<file path="config.mk">
export PLATFORM = sky130hd
export DESIGN_NAME = aisu_top
export DESIGN_NICKNAME = d
export VERILOG_FILES = /design/src/aisu_top.v
export VERILOG_INCLUDE_DIRS = /design/src
export SDC_FILE = /design/constraint.sdc
export NUM_CORES = 1
export LEC_CHECK = 0
export ABC_CLOCK_PERIOD_IN_PS = 4100
export BUFFER_PORTS_ARGS = -buffer_cell sky130_fd_sc_hd__buf_2
export CAP_MARGIN = 20
export CORE_UTILIZATION = 30
export CTS_BUF_LIST = sky130_fd_sc_hd__clkbuf_8 sky130_fd_sc_hd__clkbuf_16
export DETAILED_ROUTE_END_ITERATION = 10
export GPL_TIMING_DRIVEN = 0
export PLACE_DENSITY = 0.63
export SYNTH_ARGS = -nofsm -noshare
export SYNTH_HDL_FRONTEND = slang
export SYNTH_SLANG_ARGS = --single-unit
export TNS_END_PERCENT = 5
</file>
<file path="constraint.sdc">
create_clock -name aclk -period 4.1 [get_ports aclk]
set_input_delay 0.82 -clock aclk [delete_from_list [all_inputs] [get_ports aclk]]
set_output_delay 0.82 -clock aclk [all_outputs]
set_load 0.1 [all_outputs]
</file>
<file path="src/aisu_defs.vh">
`ifndef AISU_DEFS_VH
`define AISU_DEFS_VH

// Register indices; byte address is four times the index
`define AISU_IDX_IRQ_ENABLE   10'h0AC
`define AISU_IDX_ERROR_CAUSE  10'h0B2
`define AISU_IDX_EVENT_CAUSE  10'h0B3
`define AISU_IDX_CONFIG       10'h0C0
`define AISU_IDX_COMMAND      10'h0C1
`define AISU_IDX_EXT_STATUS   10'h0F1

// Writable bit masks
`define AISU_IRQ_ENABLE_MASK  32'h0003_7FFF
`define AISU_CONFIG_MASK      32'h0000_FFFF

// Reset values
`define AISU_IRQ_ENABLE_RST   32'h0000_0000
`define AISU_CONFIG_RST       32'h0000_0000

// Configuration field positions
`define AISU_CFG_CLEAR_MODE   0
`define AISU_CFG_HOMING_MODE  1
`define AISU_CFG_LATCH1_OFF   2
`define AISU_CFG_LATCH2_OFF   3
`define AISU_CFG_ORG_CNT1     4
`define AISU_CFG_ORG_CNT2     5
`define AISU_CFG_SD_ENABLE    6
`define AISU_CFG_SLM_LO       7
`define AISU_CFG_SLM_HI       8
`define AISU_CFG_INP_POL      9
`define AISU_CFG_TGT_POL      10
`define AISU_CFG_DEVCLR_POL   11
`define AISU_CFG_SW_POL       12
`define AISU_CFG_SD_POL       13
`define AISU_CFG_LTC_POL      14
`define AISU_CFG_ENC_2PULSE   15

// Command codes
`define AISU_CMD_EMERGENCY    8'h05
`define AISU_CMD_L3_ARM       8'h3C
`define AISU_CMD_L4_ARM       8'h3D
`define AISU_CMD_L3_DISARM    8'h3E
`define AISU_CMD_L4_DISARM    8'h3F

// Bus responses
`define AISU_RESP_OKAY        2'b00
`define AISU_RESP_SLVERR      2'b10

`endif

</file>
<file path="src/aisu_top.v">
// Added by the designer: the AXI4-Lite slave port.
`timescale 1ns/1ns
`include "aisu_defs.vh"

// Overview of operation
// - Enable 0,1 flag normal stop, pre-register free
// - Enable 2-5 flag acceleration/deceleration edges
// - Enable 6,7 flag comparator 1, 2 matches
// - Enable 8 flags latch, unless both off
// - Enable 9 flags origin, unless both clears zero
// - Enable 10 flags slow-down regardless of enable
// - Enable 11 flags switch change, pulser-select low
// - Enable 12-14 flag sync start, homing, start
// - Enable 16,17 flag latch 3, 4; reserved zero
// - Error causes clear on read or write-one
// - Event causes use the same clearing scheme
// - Error 0,1,3,5 limits, sync stop, slow-down
// - Error 2 alarm; error 4 emergency input/command
// - Error 6 on pulser buffer overflow stop
// - Error 7 on simultaneous encoder phase edges
// - Error 8 on simultaneous pulser rising edges
// - Error 9,10 soft limit stops, mode 1x
// - Event 14,15 soft limit detect, mode 01
// - Event bits 0-11 follow enable layout; bits 12-19 are shifted
// - Status bits 3..0 report run state
// - Input status bits apply selectable polarity, except fixed-inverted sync, emergency, Z pulse
// - Latch arm/captured flags by arm/disarm commands
// - Toggle flag inverts on latch value change
module aisu_top (
  // Clock and reset
  input  wire        aclk,
  input  wire        aresetn,
  // AXI4-Lite write address
  input  wire [11:0] s_axi_awaddr,
  input  wire        s_axi_awvalid,
  output reg         s_axi_awready,
  // AXI4-Lite write data
  input  wire [31:0] s_axi_wdata,
  input  wire [3:0]  s_axi_wstrb,
  input  wire        s_axi_wvalid,
  output reg         s_axi_wready,
  // AXI4-Lite write response
  output reg  [1:0]  s_axi_bresp,
  output reg         s_axi_bvalid,
  input  wire        s_axi_bready,
  // AXI4-Lite read address
  input  wire [11:0] s_axi_araddr,
  input  wire        s_axi_arvalid,
  output reg         s_axi_arready,
  // AXI4-Lite read data
  output reg  [31:0] s_axi_rdata,
  output reg  [1:0]  s_axi_rresp,
  output reg         s_axi_rvalid,
  input  wire        s_axi_rready,
  // Event pulses from motion logic
  input  wire        ev_normal_stop,
  input  wire        ev_prereg_free,
  input  wire        ev_accel_start,
  input  wire        ev_accel_done,
  input  wire        ev_decel_start,
  input  wire        ev_decel_done,
  input  wire        ev_cmp1_met,
  input  wire        ev_cmp2_met,
  input  wire        ev_latch_cnt1,
  input  wire        ev_latch_cnt2,
  input  wire        ev_origin_on,
  input  wire        ev_decel_stop,
  input  wire        ev_start,
  input  wire        ev_latch3,
  input  wire        ev_latch4,
  input  wire        ev_soft_plus,
  input  wire        ev_soft_minus,
  // Stop cause pulses from motion logic
  input  wire        stop_plus_limit,
  input  wire        stop_minus_limit,
  input  wire        stop_alarm,
  input  wire        alarm_on_idle,
  input  wire        stop_sync_stop,
  input  wire        stop_slowdown,
  input  wire        stop_pulser_ovf,
  input  wire        stop_soft_plus,
  input  wire        stop_soft_minus,
  // Motion state
  input  wire [3:0]  run_state,
  input  wire        run_dir,
  input  wire [31:0] latch3_value,
  input  wire [31:0] latch4_value,
  // Asynchronous pins
  input  wire        plus_switch_in,
  input  wire        minus_switch_in,
  input  wire        pulser_axis_select,
  input  wire        sync_start_in,
  input  wire        sync_stop_in,
  input  wire        sync_decel_in,
  input  wire        emergency_in,
  input  wire        encoder_phase_a,
  input  wire        encoder_phase_b,
  input  wire        pulser_phase_a,
  input  wire        pulser_phase_b,
  input  wire        target_start_in,
  input  wire        dev_clear_in,
  input  wire        zpulse_in,
  input  wire        latch_in,
  input  wire        slowdown_in,
  input  wire        inposition_in,
  // Outputs to motion logic
  output reg         latch3_armed,
  output reg         latch4_armed,
  output reg         slowdown_enable,
  output reg         emergency_stop_cmd,
  output reg         irq
);

  // Pin synchroniser stages and previous value
  reg  [16:0] pin_meta;
  reg  [16:0] pin_sync;
  reg  [16:0] pin_prev;
  wire [16:0] pin_raw;

  // Software registers
  reg  [31:0] event_irq_enable;
  reg  [31:0] config_reg;
  reg  [10:0] error_cause;
  reg  [19:0] event_cause;
  reg         latch3_captured;
  reg         latch3_toggle;
  reg         latch4_captured;
  reg         latch4_toggle;
  reg  [31:0] latch3_prev;
  reg  [31:0] latch4_prev;

  // Next values
  reg  [10:0] next_error_cause;
  reg  [19:0] next_event_cause;
  reg  [10:0] err_set;
  reg  [19:0] evt_set;
  reg  [10:0] err_clr;
  reg  [19:0] evt_clr;
  reg  [31:0] rd_value;
  reg         rd_hit;
  reg         wr_hit;

  // Bus decode
  wire        wr_go;
  wire        rd_go;
  wire [9:0]  wr_idx;
  wire [9:0]  rd_idx;
  wire [31:0] wr_mask;
  wire [31:0] wr_bits;
  wire [7:0]  cmd_code;
  wire        cmd_wr;

  // Configuration fields
  wire        cause_clear_mode;
  wire        homing_stop_mode;
  wire        latch1_clear_off;
  wire        latch2_clear_off;
  wire        origin_clear_cnt1;
  wire        origin_clear_cnt2;
  wire [1:0]  soft_limit_mode;
  wire        inposition_polarity;
  wire        target_start_polarity;
  wire        dev_clear_polarity;
  wire        switch_polarity;
  wire        slowdown_polarity;
  wire        latch_in_polarity;
  wire        encoder_two_pulse;

  // Synchronised pin names
  wire        s_plus_sw;
  wire        s_minus_sw;
  wire        s_pulser_sel;
  wire        s_sync_start;
  wire        s_sync_stop;
  wire        s_sync_decel;
  wire        s_emerg;
  wire        s_enc_a;
  wire        s_enc_b;
  wire        s_pls_a;
  wire        s_pls_b;
  wire        s_tgt;
  wire        s_devclr;
  wire        s_zpulse;
  wire        s_latch;
  wire        s_sd;
  wire        s_inp;
  wire [16:0] pin_rise;
  wire [16:0] pin_fall;
  wire [16:0] pin_chg;

  // Derived event conditions
  wire        sd_active;
  wire        sd_active_prev;
  wire        latch_evt;
  wire        origin_evt;
  wire        switch_evt_p;
  wire        switch_evt_m;
  wire        enc_err;
  wire        pls_err;
  wire        l3_arm_cmd;
  wire        l4_arm_cmd;
  wire        latch3_disarm_cmd;
  wire        latch4_disarm_cmd;
  wire [22:0] ext_status;

  assign pin_raw = {inposition_in, slowdown_in, latch_in, zpulse_in,
                    dev_clear_in, target_start_in, pulser_phase_b,
                    pulser_phase_a, encoder_phase_b, encoder_phase_a,
                    emergency_in, sync_decel_in, sync_stop_in,
                    sync_start_in, pulser_axis_select, minus_switch_in,
                    plus_switch_in};

  assign s_plus_sw    = pin_sync[0];
  assign s_minus_sw   = pin_sync[1];
  assign s_pulser_sel = pin_sync[2];
  assign s_sync_start = pin_sync[3];
  assign s_sync_stop  = pin_sync[4];
  assign s_sync_decel = pin_sync[5];
  assign s_emerg      = pin_sync[6];
  assign s_enc_a      = pin_sync[7];
  assign s_enc_b      = pin_sync[8];
  assign s_pls_a      = pin_sync[9];
  assign s_pls_b      = pin_sync[10];
  assign s_tgt        = pin_sync[11];
  assign s_devclr     = pin_sync[12];
  assign s_zpulse     = pin_sync[13];
  assign s_latch      = pin_sync[14];
  assign s_sd         = pin_sync[15];
  assign s_inp        = pin_sync[16];

  // Edge detection works on the second stage only
  assign pin_rise = pin_sync & ~pin_prev;
  assign pin_fall = ~pin_sync & pin_prev;
  assign pin_chg  = pin_sync ^ pin_prev;

  assign cause_clear_mode      = config_reg[`AISU_CFG_CLEAR_MODE];
  assign homing_stop_mode      = config_reg[`AISU_CFG_HOMING_MODE];
  assign latch1_clear_off      = config_reg[`AISU_CFG_LATCH1_OFF];
  assign latch2_clear_off      = config_reg[`AISU_CFG_LATCH2_OFF];
  assign origin_clear_cnt1     = config_reg[`AISU_CFG_ORG_CNT1];
  assign origin_clear_cnt2     = config_reg[`AISU_CFG_ORG_CNT2];
  assign soft_limit_mode       = {config_reg[`AISU_CFG_SLM_HI],
                                  config_reg[`AISU_CFG_SLM_LO]};
  assign inposition_polarity   = config_reg[`AISU_CFG_INP_POL];
  assign target_start_polarity = config_reg[`AISU_CFG_TGT_POL];
  assign dev_clear_polarity    = config_reg[`AISU_CFG_DEVCLR_POL];
  assign switch_polarity       = config_reg[`AISU_CFG_SW_POL];
  assign slowdown_polarity     = config_reg[`AISU_CFG_SD_POL];
  assign latch_in_polarity     = config_reg[`AISU_CFG_LTC_POL];
  assign encoder_two_pulse     = config_reg[`AISU_CFG_ENC_2PULSE];

  // Slow-down active level with polarity; pin low is on for polarity 0
  assign sd_active      = s_sd ^ ~slowdown_polarity;
  assign sd_active_prev = pin_prev[15] ^ ~slowdown_polarity;

  // Latch on counters 1/2 counts unless both clear-offs set
  assign latch_evt = (ev_latch_cnt1 | ev_latch_cnt2) &
                     ~(latch1_clear_off & latch2_clear_off);
  // Origin turning on counts unless both origin clears are zero
  assign origin_evt = ev_origin_on &
                      (origin_clear_cnt1 | origin_clear_cnt2);
  // Switch changes are masked while the pulser select pin is high
  assign switch_evt_p = pin_chg[0] & ~s_pulser_sel;
  assign switch_evt_m = pin_chg[1] & ~s_pulser_sel;

  // Encoder error: both change in quadrature, both rise in two-pulse
  assign enc_err = encoder_two_pulse ? (pin_rise[7] & pin_rise[8])
                                     : (pin_chg[7] & pin_chg[8]);
  // Pulser error: both phases rise together
  assign pls_err = pin_rise[9] & pin_rise[10];

  // AXI write: address and data are taken together
  assign wr_go   = s_axi_awvalid & s_axi_wvalid & ~s_axi_awready &
                   ~s_axi_bvalid;
  assign rd_go   = s_axi_arvalid & ~s_axi_arready & ~s_axi_rvalid;
  assign wr_idx  = s_axi_awaddr[11:2];
  assign rd_idx  = s_axi_araddr[11:2];
  assign wr_mask = {{8{s_axi_wstrb[3]}}, {8{s_axi_wstrb[2]}},
                    {8{s_axi_wstrb[1]}}, {8{s_axi_wstrb[0]}}};
  assign wr_bits = s_axi_wdata & wr_mask;
  assign cmd_code = s_axi_wdata[7:0];
  assign cmd_wr  = wr_go & (wr_idx == `AISU_IDX_COMMAND) & s_axi_wstrb[0];

  assign l3_arm_cmd        = cmd_wr & (cmd_code == `AISU_CMD_L3_ARM);
  assign l4_arm_cmd        = cmd_wr & (cmd_code == `AISU_CMD_L4_ARM);
  assign latch3_disarm_cmd = cmd_wr & (cmd_code == `AISU_CMD_L3_DISARM);
  assign latch4_disarm_cmd = cmd_wr & (cmd_code == `AISU_CMD_L4_DISARM);

  // Extended status word, input levels adjusted by polarity
  assign ext_status = {latch4_toggle, latch4_captured, latch4_armed,
                       latch3_toggle, latch3_captured, latch3_armed,
                       run_dir,
                       s_inp ^ ~inposition_polarity,
                       sd_active,
                       s_latch ^ ~latch_in_polarity,
                       s_minus_sw ^ ~switch_polarity,
                       s_plus_sw ^ ~switch_polarity,
                       ~s_zpulse,
                       s_devclr ^ ~dev_clear_polarity,
                       s_tgt ^ ~target_start_polarity,
                       ~s_emerg, ~s_sync_stop, ~s_sync_start,
                       ~s_sync_decel,
                       run_state};

  // Pin synchroniser, two flops then history for edges
  always @(posedge aclk) begin
    if (!aresetn) begin
      pin_meta <= 17'h1_FFFF;
      pin_sync <= 17'h1_FFFF;
      pin_prev <= 17'h1_FFFF;
    end else begin
      pin_meta <= pin_raw;
      pin_sync <= pin_meta;
      pin_prev <= pin_sync;
    end
  end

  // Hardware set terms for both cause registers
  always @* begin
    err_set     = 11'h000;
    err_set[0]  = stop_plus_limit;
    err_set[1]  = stop_minus_limit;
    err_set[2]  = stop_alarm | alarm_on_idle;
    err_set[3]  = stop_sync_stop;
    err_set[4]  = pin_fall[6] |
                  (cmd_wr & (cmd_code == `AISU_CMD_EMERGENCY));
    err_set[5]  = stop_slowdown;
    err_set[6]  = stop_pulser_ovf;
    err_set[7]  = enc_err;
    err_set[8]  = pls_err;
    err_set[9]  = stop_soft_plus & soft_limit_mode[1];
    err_set[10] = stop_soft_minus & soft_limit_mode[1];
    evt_set     = 20'h0_0000;
    // Enabled events only are recorded, except soft limit events 14,15
    evt_set[0]  = ev_normal_stop & event_irq_enable[0];
    evt_set[1]  = ev_prereg_free & event_irq_enable[1];
    evt_set[2]  = ev_accel_start & event_irq_enable[2];
    evt_set[3]  = ev_accel_done & event_irq_enable[3];
    evt_set[4]  = ev_decel_start & event_irq_enable[4];
    evt_set[5]  = ev_decel_done & event_irq_enable[5];
    evt_set[6]  = ev_cmp1_met & event_irq_enable[6];
    evt_set[7]  = ev_cmp2_met & event_irq_enable[7];
    evt_set[8]  = latch_evt & event_irq_enable[8];
    evt_set[9]  = origin_evt & event_irq_enable[9];
    // Slow-down turning on, independent of slow-down enable
    evt_set[10] = sd_active & ~sd_active_prev &
                  event_irq_enable[10];
    evt_set[11] = switch_evt_p & event_irq_enable[11];
    evt_set[12] = switch_evt_m & event_irq_enable[11];
    evt_set[13] = pin_fall[3] & event_irq_enable[12];
    evt_set[14] = ev_soft_plus & (soft_limit_mode == 2'b01);
    evt_set[15] = ev_soft_minus & (soft_limit_mode == 2'b01);
    evt_set[16] = ev_decel_stop & homing_stop_mode &
                  event_irq_enable[13];
    evt_set[17] = ev_start & event_irq_enable[14];
    evt_set[18] = ev_latch3 & event_irq_enable[16];
    evt_set[19] = ev_latch4 & event_irq_enable[17];
  end

  // Clear terms: whole register on read, or write-one per bit
  always @* begin
    err_clr = 11'h000;
    evt_clr = 20'h0_0000;
    if (!cause_clear_mode) begin
      if (rd_go && rd_idx == `AISU_IDX_ERROR_CAUSE)
        err_clr = 11'h7FF;
      if (rd_go && rd_idx == `AISU_IDX_EVENT_CAUSE)
        evt_clr = 20'hF_FFFF;
    end else begin
      if (wr_go && wr_idx == `AISU_IDX_ERROR_CAUSE)
        err_clr = wr_bits[10:0];
      if (wr_go && wr_idx == `AISU_IDX_EVENT_CAUSE)
        evt_clr = wr_bits[19:0];
    end
    // A new cause in the clearing cycle survives
    next_error_cause = (error_cause & ~err_clr) | err_set;
    next_event_cause = (event_cause & ~evt_clr) | evt_set;
  end

  // Read mux with decode flag
  always @* begin
    rd_value = 32'h0000_0000;
    rd_hit   = 1'b1;
    case (rd_idx)
      `AISU_IDX_IRQ_ENABLE:  rd_value = event_irq_enable;
      `AISU_IDX_ERROR_CAUSE: rd_value = {21'h00_0000, error_cause};
      `AISU_IDX_EVENT_CAUSE: rd_value = {12'h000, event_cause};
      `AISU_IDX_CONFIG:      rd_value = config_reg;
      `AISU_IDX_COMMAND:     rd_value = 32'h0000_0000;
      `AISU_IDX_EXT_STATUS:  rd_value = {9'h000, ext_status};
      default:               rd_hit   = 1'b0;
    endcase
  end

  // Write decode flag
  always @* begin
    case (wr_idx)
      `AISU_IDX_IRQ_ENABLE,
      `AISU_IDX_ERROR_CAUSE,
      `AISU_IDX_EVENT_CAUSE,
      `AISU_IDX_CONFIG,
      `AISU_IDX_COMMAND:     wr_hit = 1'b1;
      default:               wr_hit = 1'b0;
    endcase
  end

  // AXI write channel and writable registers
  always @(posedge aclk) begin
    if (!aresetn) begin
      s_axi_awready      <= 1'b0;
      s_axi_wready       <= 1'b0;
      s_axi_bvalid       <= 1'b0;
      s_axi_bresp        <= `AISU_RESP_OKAY;
      event_irq_enable   <= `AISU_IRQ_ENABLE_RST;
      config_reg         <= `AISU_CONFIG_RST;
      emergency_stop_cmd <= 1'b0;
      slowdown_enable    <= 1'b0;
    end else begin
      s_axi_awready      <= wr_go;
      s_axi_wready       <= wr_go;
      emergency_stop_cmd <= cmd_wr & (cmd_code == `AISU_CMD_EMERGENCY);
      slowdown_enable    <= config_reg[`AISU_CFG_SD_ENABLE];
      if (wr_go) begin
        // Response held until the master accepts it
        s_axi_bvalid <= 1'b1;
        s_axi_bresp  <= wr_hit ? `AISU_RESP_OKAY : `AISU_RESP_SLVERR;
        if (wr_idx == `AISU_IDX_IRQ_ENABLE)
          // Reserved enable bits are stored as zero
          event_irq_enable <= ((event_irq_enable & ~wr_mask) | wr_bits)
                              & `AISU_IRQ_ENABLE_MASK;
        if (wr_idx == `AISU_IDX_CONFIG)
          config_reg <= ((config_reg & ~wr_mask) | wr_bits)
                        & `AISU_CONFIG_MASK;
      end else if (s_axi_bvalid && s_axi_bready) begin
        s_axi_bvalid <= 1'b0;
      end
    end
  end

  // AXI read channel
  always @(posedge aclk) begin
    if (!aresetn) begin
      s_axi_arready <= 1'b0;
      s_axi_rvalid  <= 1'b0;
      s_axi_rdata   <= 32'h0000_0000;
      s_axi_rresp   <= `AISU_RESP_OKAY;
    end else begin
      s_axi_arready <= rd_go;
      if (rd_go) begin
        // Data captured at the same edge as the read-clear
        s_axi_rvalid <= 1'b1;
        s_axi_rdata  <= rd_value;
        s_axi_rresp  <= rd_hit ? `AISU_RESP_OKAY : `AISU_RESP_SLVERR;
      end else if (s_axi_rvalid && s_axi_rready) begin
        s_axi_rvalid <= 1'b0;
      end
    end
  end

  // Cause registers and interrupt line
  always @(posedge aclk) begin
    if (!aresetn) begin
      error_cause <= 11'h000;
      event_cause <= 20'h0_0000;
      irq         <= 1'b0;
    end else begin
      error_cause <= next_error_cause;
      event_cause <= next_event_cause;
      irq <= (|next_error_cause) | (|next_event_cause);
    end
  end

  // Trigger latch 3 and 4 flags; capture wins over disarm
  always @(posedge aclk) begin
    if (!aresetn) begin
      latch3_armed    <= 1'b0;
      latch3_captured <= 1'b0;
      latch3_toggle   <= 1'b0;
      latch4_armed    <= 1'b0;
      latch4_captured <= 1'b0;
      latch4_toggle   <= 1'b0;
      latch3_prev     <= 32'h0000_0000;
      latch4_prev     <= 32'h0000_0000;
    end else begin
      latch3_prev <= latch3_value;
      latch4_prev <= latch4_value;
      if (l3_arm_cmd)
        latch3_armed <= 1'b1;
      else if (latch3_disarm_cmd)
        latch3_armed <= 1'b0;
      if (ev_latch3)
        latch3_captured <= 1'b1;
      else if (latch3_disarm_cmd)
        latch3_captured <= 1'b0;
      if (latch3_value != latch3_prev)
        latch3_toggle <= ~latch3_toggle;
      else if (latch3_disarm_cmd)
        latch3_toggle <= 1'b0;
      if (l4_arm_cmd)
        latch4_armed <= 1'b1;
      else if (latch4_disarm_cmd)
        latch4_armed <= 1'b0;
      if (ev_latch4)
        latch4_captured <= 1'b1;
      else if (latch4_disarm_cmd)
        latch4_captured <= 1'b0;
      if (latch4_value != latch4_prev)
        latch4_toggle <= ~latch4_toggle;
      else if (latch4_disarm_cmd)
        latch4_toggle <= 1'b0;
    end
  end

endmodule

</file>
-- Word-level counts from Yosys, hierarchy flattened
Index checks and enable logic that the tools add are counted.
- output and inout port bits: 46
- register bits: 227
- bits of input ports: 179
- word-level logic and storage cells: 182
- mux-type cells: 24
- equal/unequal tests: 19
- bitwise gates (word level): 94
- reductions and logical operators: 20
- operator list (operator ; count):
    $pmux 23 s5 ; 1
    $eq 10x8->1 const B ; 11
    $ne 32x32->1 ; 2
    $mux 20 ; 3
    $and 1x1->1 ; 44
    $and 20x20->20 ; 2
    $mux 11 ; 3
    $eq 8x6->1 const B ; 4
    $and 11x11->11 ; 2
    $not 11->11 ; 2
    $not 1->1 ; 20
    $not 20->20 ; 1
    $or 20x20->20 ; 1
    $reduce_or 20->1 ; 1
    $and 18x18->18 ; 1
    $not 18->18 ; 1
    $or 18x18->18 ; 1
    $and 16x16->16 ; 1
    $or 16x16->16 ; 1
    $reduce_bool 2->1 ; 8
    $mux 1 ; 15
    $or 11x11->11 ; 1
    $reduce_or 11->1 ; 1
    $xor 9x9->9 ; 1
    11 further kinds ; 29

-- Longest topological paths before layout
- depth in word-level cells: 11
- mapped depth: 9
- mapped depth without buffers: 8

-- Least setup slack after synthesis
OpenSTA, ideal clock, no wires.
- kind: input to register
- start: input s_axi_awaddr[5]
- end: register irq
- data arrival time: 2753 ps
- data required time: 3968 ps
- setup slack: 1215 ps
- setup time: 132 ps
- buffers on the path: 1
- stages on the path: 8
- path through: or4_1 buf_6 nor4_4 nand2_2 a311oi_2 nand4_1 nor4_1 a21oi_1
- longest elaborated chain between the ends: 9
- elaborated cells on any way between the ends: 22
- classes of those cells: eq/ne (3); mux (4); bitwise (11); reduce/logical (4)
- RTL lines (element ; line ; source):
    from (decl) ; aisu_top.v:34 ; input wire [11:0] s_axi_awaddr,
    $eq 10x8->1 ; - ;
    $logic_and 1x1->1 (no source line) ; - ;
    $mux 20 / $mux 11 (equally long branches) ; aisu_top.v:372, aisu_top.v:370 ;
    $mux 20 / $mux 11 (equally long branches) ; aisu_top.v:364 ; if (!cause_clear_mode) begin
    $not 20->20 / $not 11->11 (equally long branches) ; aisu_top.v:377, aisu_top.v:376 ;
    $and 20x20->20 / $and 11x11->11 (equally long branches) ; aisu_top.v:377, aisu_top.v:376 ;
    $or 20x20->20 / $or 11x11->11 (equally long branches) ; aisu_top.v:377, aisu_top.v:376 ;
    $reduce_or 20->1 / $reduce_or 11->1 (equally long branches) ; aisu_top.v:469 ; irq <= (|next_error_cause) | (|next_event_cause);
    $or 1x1->1 * ; aisu_top.v:469 ;
    to (signal assigned) ; aisu_top.v:469 ;
    to (decl) ; aisu_top.v:111 ; output reg irq
Mark *: on every way between the ends. The rest lies on a longest branch, timed or not.
A chain may end at the register's enable or synchronous reset.

-- Final worst setup path
- start: input s_axi_araddr[4]
- end: register irq
- longest elaborated chain between the ends: 9
- elaborated cells on any way between the ends: 17
- classes of those cells: eq/ne (2); mux (4); bitwise (7); reduce/logical (4)
- RTL lines (element ; line ; source):
    from (decl) ; aisu_top.v:47 ; input wire [11:0] s_axi_araddr,
    $eq 10x8->1 ; - ;
    $logic_and 1x1->1 (no source line) ; - ;
    $mux 20 / $mux 11 (equally long branches) ; aisu_top.v:367, aisu_top.v:365 ;
    $mux 20 / $mux 11 (equally long branches) ; aisu_top.v:364 ;
    $not 20->20 / $not 11->11 (equally long branches) ; aisu_top.v:377, aisu_top.v:376 ;
    $and 20x20->20 / $and 11x11->11 (equally long branches) ; aisu_top.v:377, aisu_top.v:376 ;
    $or 20x20->20 / $or 11x11->11 (equally long branches) ; aisu_top.v:377, aisu_top.v:376 ;
    $reduce_or 20->1 / $reduce_or 11->1 (equally long branches) ; aisu_top.v:469 ;
    $or 1x1->1 * ; aisu_top.v:469 ;
Marked as above.

==> results.py <==
metrics = {
    "status": {
        "status": "finished clean",
    },
    "logic_synthesis": {
        "synth_edf_count": 0,
        "yosysWarnings": 0,
        "synth_flop_cell": "dfxtp_1",
        "synth_top_family_by_area": "simple AND/OR/NAND/NOR gates",
        "yosysTopAreaCell": "dfxtp_1",
        "syn_inst": 914,
        "synth-compound-area-share": 0.1129,
        "yosys.area_share.simple": 0.2576,
        "syn_area_per_cell_um2": 9.151,
        "synthArstFlopShare": 0,
        "synth_seq_cells": 209,
        "synth_mux_area_frac": 0.01586,
        "synth.distinct_cells": 53,
        "ys_seq_area_frac": 0.5002,
        "synth_area_leaders": "dfxtp_1 (50%), xor2_1 (6.8%), and2_1 (5.0%)",
        "synth_area_um2": 8364,
        "synthXorXnorAreaFrac": 0.07435,
        "synth_top_area_frac": 0.5002,
        "synth-adder-area-share": 0.002992,
    },
    "sta": {
        "layout_min_cycle_time_ns": 3.331,
        "hold_viol": 0,
        "fin_skew_ns": 0.009219,
        "max_slew.worst_pin.slew_ns": 0.9309,
        "drv_slew": 0,
        "grt_setup_unrepaired": "false",
        "hold_ws_ns": 0.4035,
        "final.setup.tns_ns": 0,
        "post-route-period-util": 0.8126,
        "finalSetupViolCount": 0,
        "max-slew-margin-rel": 0.3794,
        "fmax_mhz": 300.2,
    },
    "cells_and_area": {
        "nNetsFinal": 1326,
        "drive_gt1_frac": 0.2255,
        "n_fill_cell": 2804,
        "fin_cells": 1535,
        "layout_common_cells": "dfxtp_1 (209), buf_2 (193), nand2_1 (99)",
        "area_delta_synth_final_pct": 27.09,
        "final_common_cell": "dfxtp_1",
    },
    "route": {
        "drtPass1Iterations": 5,
        "detail-route-antenna-nets": 0,
        "drc": 0,
        "totalWireLength_um": 26690,
        "drt_iter0_markers": 533,
        "vias_per_cell": 4.805,
        "wl_per_cell_um": 17.39,
        "routed-via-count": 7375,
    },
    "global_routing": {
        "antenna_found_initial": 3,
        "grt_pass1_vias": 7146,
        "grt_overflow_total": 0,
        "grt_usage": 0.1837,
        "grt_pass1_wl_um": 40210,
        "grt_max_degree": 14,
    },
    "clocking": {
        "clk-insertion-delay-late_ns": 0.52,
        "root_buffer": "clkbuf_16",
        "h-tree-depth": 1,
        "cts_buffers": 24,
        "path_clk_slew_ns": 0.06,
        "cts_hold_buf": 0,
        "cts_tree": "done",
        "clockBufferDepth": 3,
        "post_cts_buffers": 0,
        "cts_resized": 0,
        "cts_sinks": 209,
    },
    "power_and_ir_drop": {
        "p_leak_nw": 4.390,
        "irDropWorstVdd_mv": 0.2215,
        "powerDensity_nw_per_um2": 444.3,
    },
    "floorplanning": {
        "boundaryPins": 225,
        "num_rows": 60,
        "start_util": 0.3078,
        "die_width_um": 169.0,
        "dieArea_um2": 28550,
        "core-area_um2": 27180,
        "die_height_um": 169.0,
    },
    "setup_path": {
        "cp_num_buf_inv": 2,
        "path_cells": "buf_2 -> nor4_2 -> and4b_1 -> nand3b_1 -> clkbuf_1 -> a311oi_1 -> nand4_1 -> nor4_1 -> a21oi_1",
        "crit_required_ns": 4.45,
        "path_class": "in -> reg",
        "cp_slowest_cell": "a311oi_1",
        "cpPeakStageDelay_ns": 0.61,
        "worstPathMaxFanout": 10,
        "end_kind": "register",
        "start_kind": "primary input",
        "path_delay_family": "simple AND/OR/NAND/NOR gates",
        "crit_arrival_ns": 3.68,
    },
    "placement": {
        "place_congestion": 0.9130,
        "io_buffer_count": 192,
        "hpwl_um": 20590,
        "dp.cells": 1490,
    },
    "worst_hold_path": {
        "hp-class": "reg -> reg",
    },
    "job": {
        "cap_violations": 0,
    },
}
-- power by group --
| part | internal [W] | switching, W | total [W] |
|---|---|---|---|
| clock network | 0.00124 | 0.000859 | 0.00210 |
| logic | 0.000159 | 0.000327 | 0.000487 |
| registers | 0.00210 | 0.0000330 | 0.00214 |
| total | 0.00350 | 0.00122 | 0.00472 |
-- routing by layer --
metal | wire [um] | vias to the layer above | track usage
li1 | - | 3601 | -
met1 | 10870 | 3404 | 0.2321
met2 | 12370 | 301 | 0.2961
met3 | 2457 | 65 | 0.04980
met4 | 964 | 4 | 0.07403
met5 | 23 | - | 0
-- path summary, 6_finish.rpt --
check,startpoint,endpoint,slack [ns],cells after the start
worst max register to register,s_axi_rvalid,irq,1.12,9
worst min register to register,pin_meta[9],pin_sync[9],0.40,1
worst min-delay path,pin_meta[9],pin_sync[9],0.40,1
worst max-delay path,s_axi_araddr[4],irq,0.77,9
-- cells in the mapped netlist (3+ instances only) --
cell,n
dfxtp_1,209
nand2_1,99
a21oi_1,76
nor2_1,72
and2_1,67
xor2_1,65
clkbuf_1,48
nand2b_1,47
nand3_1,32
a31oi_1,21
nor4_1,21
o21ai_0,19
nand4_1,15
a32oi_1,14
buf_4,12
mux2i_1,11
a221oi_1,7
and3_1,6
xnor2_1,6
a22oi_1,5
nand4b_1,5
and3b_1,4
nor3_1,4
a222oi_1,3
nand3b_1,3
nor4_2,3
nor4_4,3
-- cell families (layout without fill, tap and decap cells) --
| group | Yosys count | count (layout) |
|---|---|---|
| compound gates | 153 | 153 |
| xor+xnor | 71 | 71 |
| fa+ha+maj | 2 | 2 |
| buf+inv | 65 | 303 |
| flops | 209 | 209 |
| mux | 13 | 13 |
| other cells | 1 | 12 |
| simple gates | 400 | 400 |
-- final cells by class --
class | instances | area, um^2 | share of cell area
diodes | 1 | 2.502 | 0.0002354
plain buffers | 62 | 286.5 | 0.02695
clock buffers | 29 | 680.7 | 0.06403
clock inverters | 14 | 101.3 | 0.009534
inverters | 3 | 11.26 | 0.001059
multi-input cells | 650 | 3920 | 0.3688
flip-flops and latches | 209 | 4184 | 0.3936
well taps | 372 | 465.4 | 0.04379
repair buffers | 195 | 978.4 | 0.09204
-- stage by stage --
step / cell area (um^2) / power [W] / util / setup WS, ns
2_1_floorplan: 8402 / 0.002486 / - / 1.215
3_3_place_gp: 9828 / 0.002663 / 0.3616 / 0.3153
3_5_place_dp: 9841 / 0.002669 / 0.3621 / 0.2900
4_1_cts: 10620 / 0.004759 / 0.3909 / 0.8235
5_1_grt: 10630 / 0.004902 / 0.3912 / 0.5601
6_report: 10630 / 0.004723 / 0.3912 / 0.7685
(Power assumes the default switching activity.)
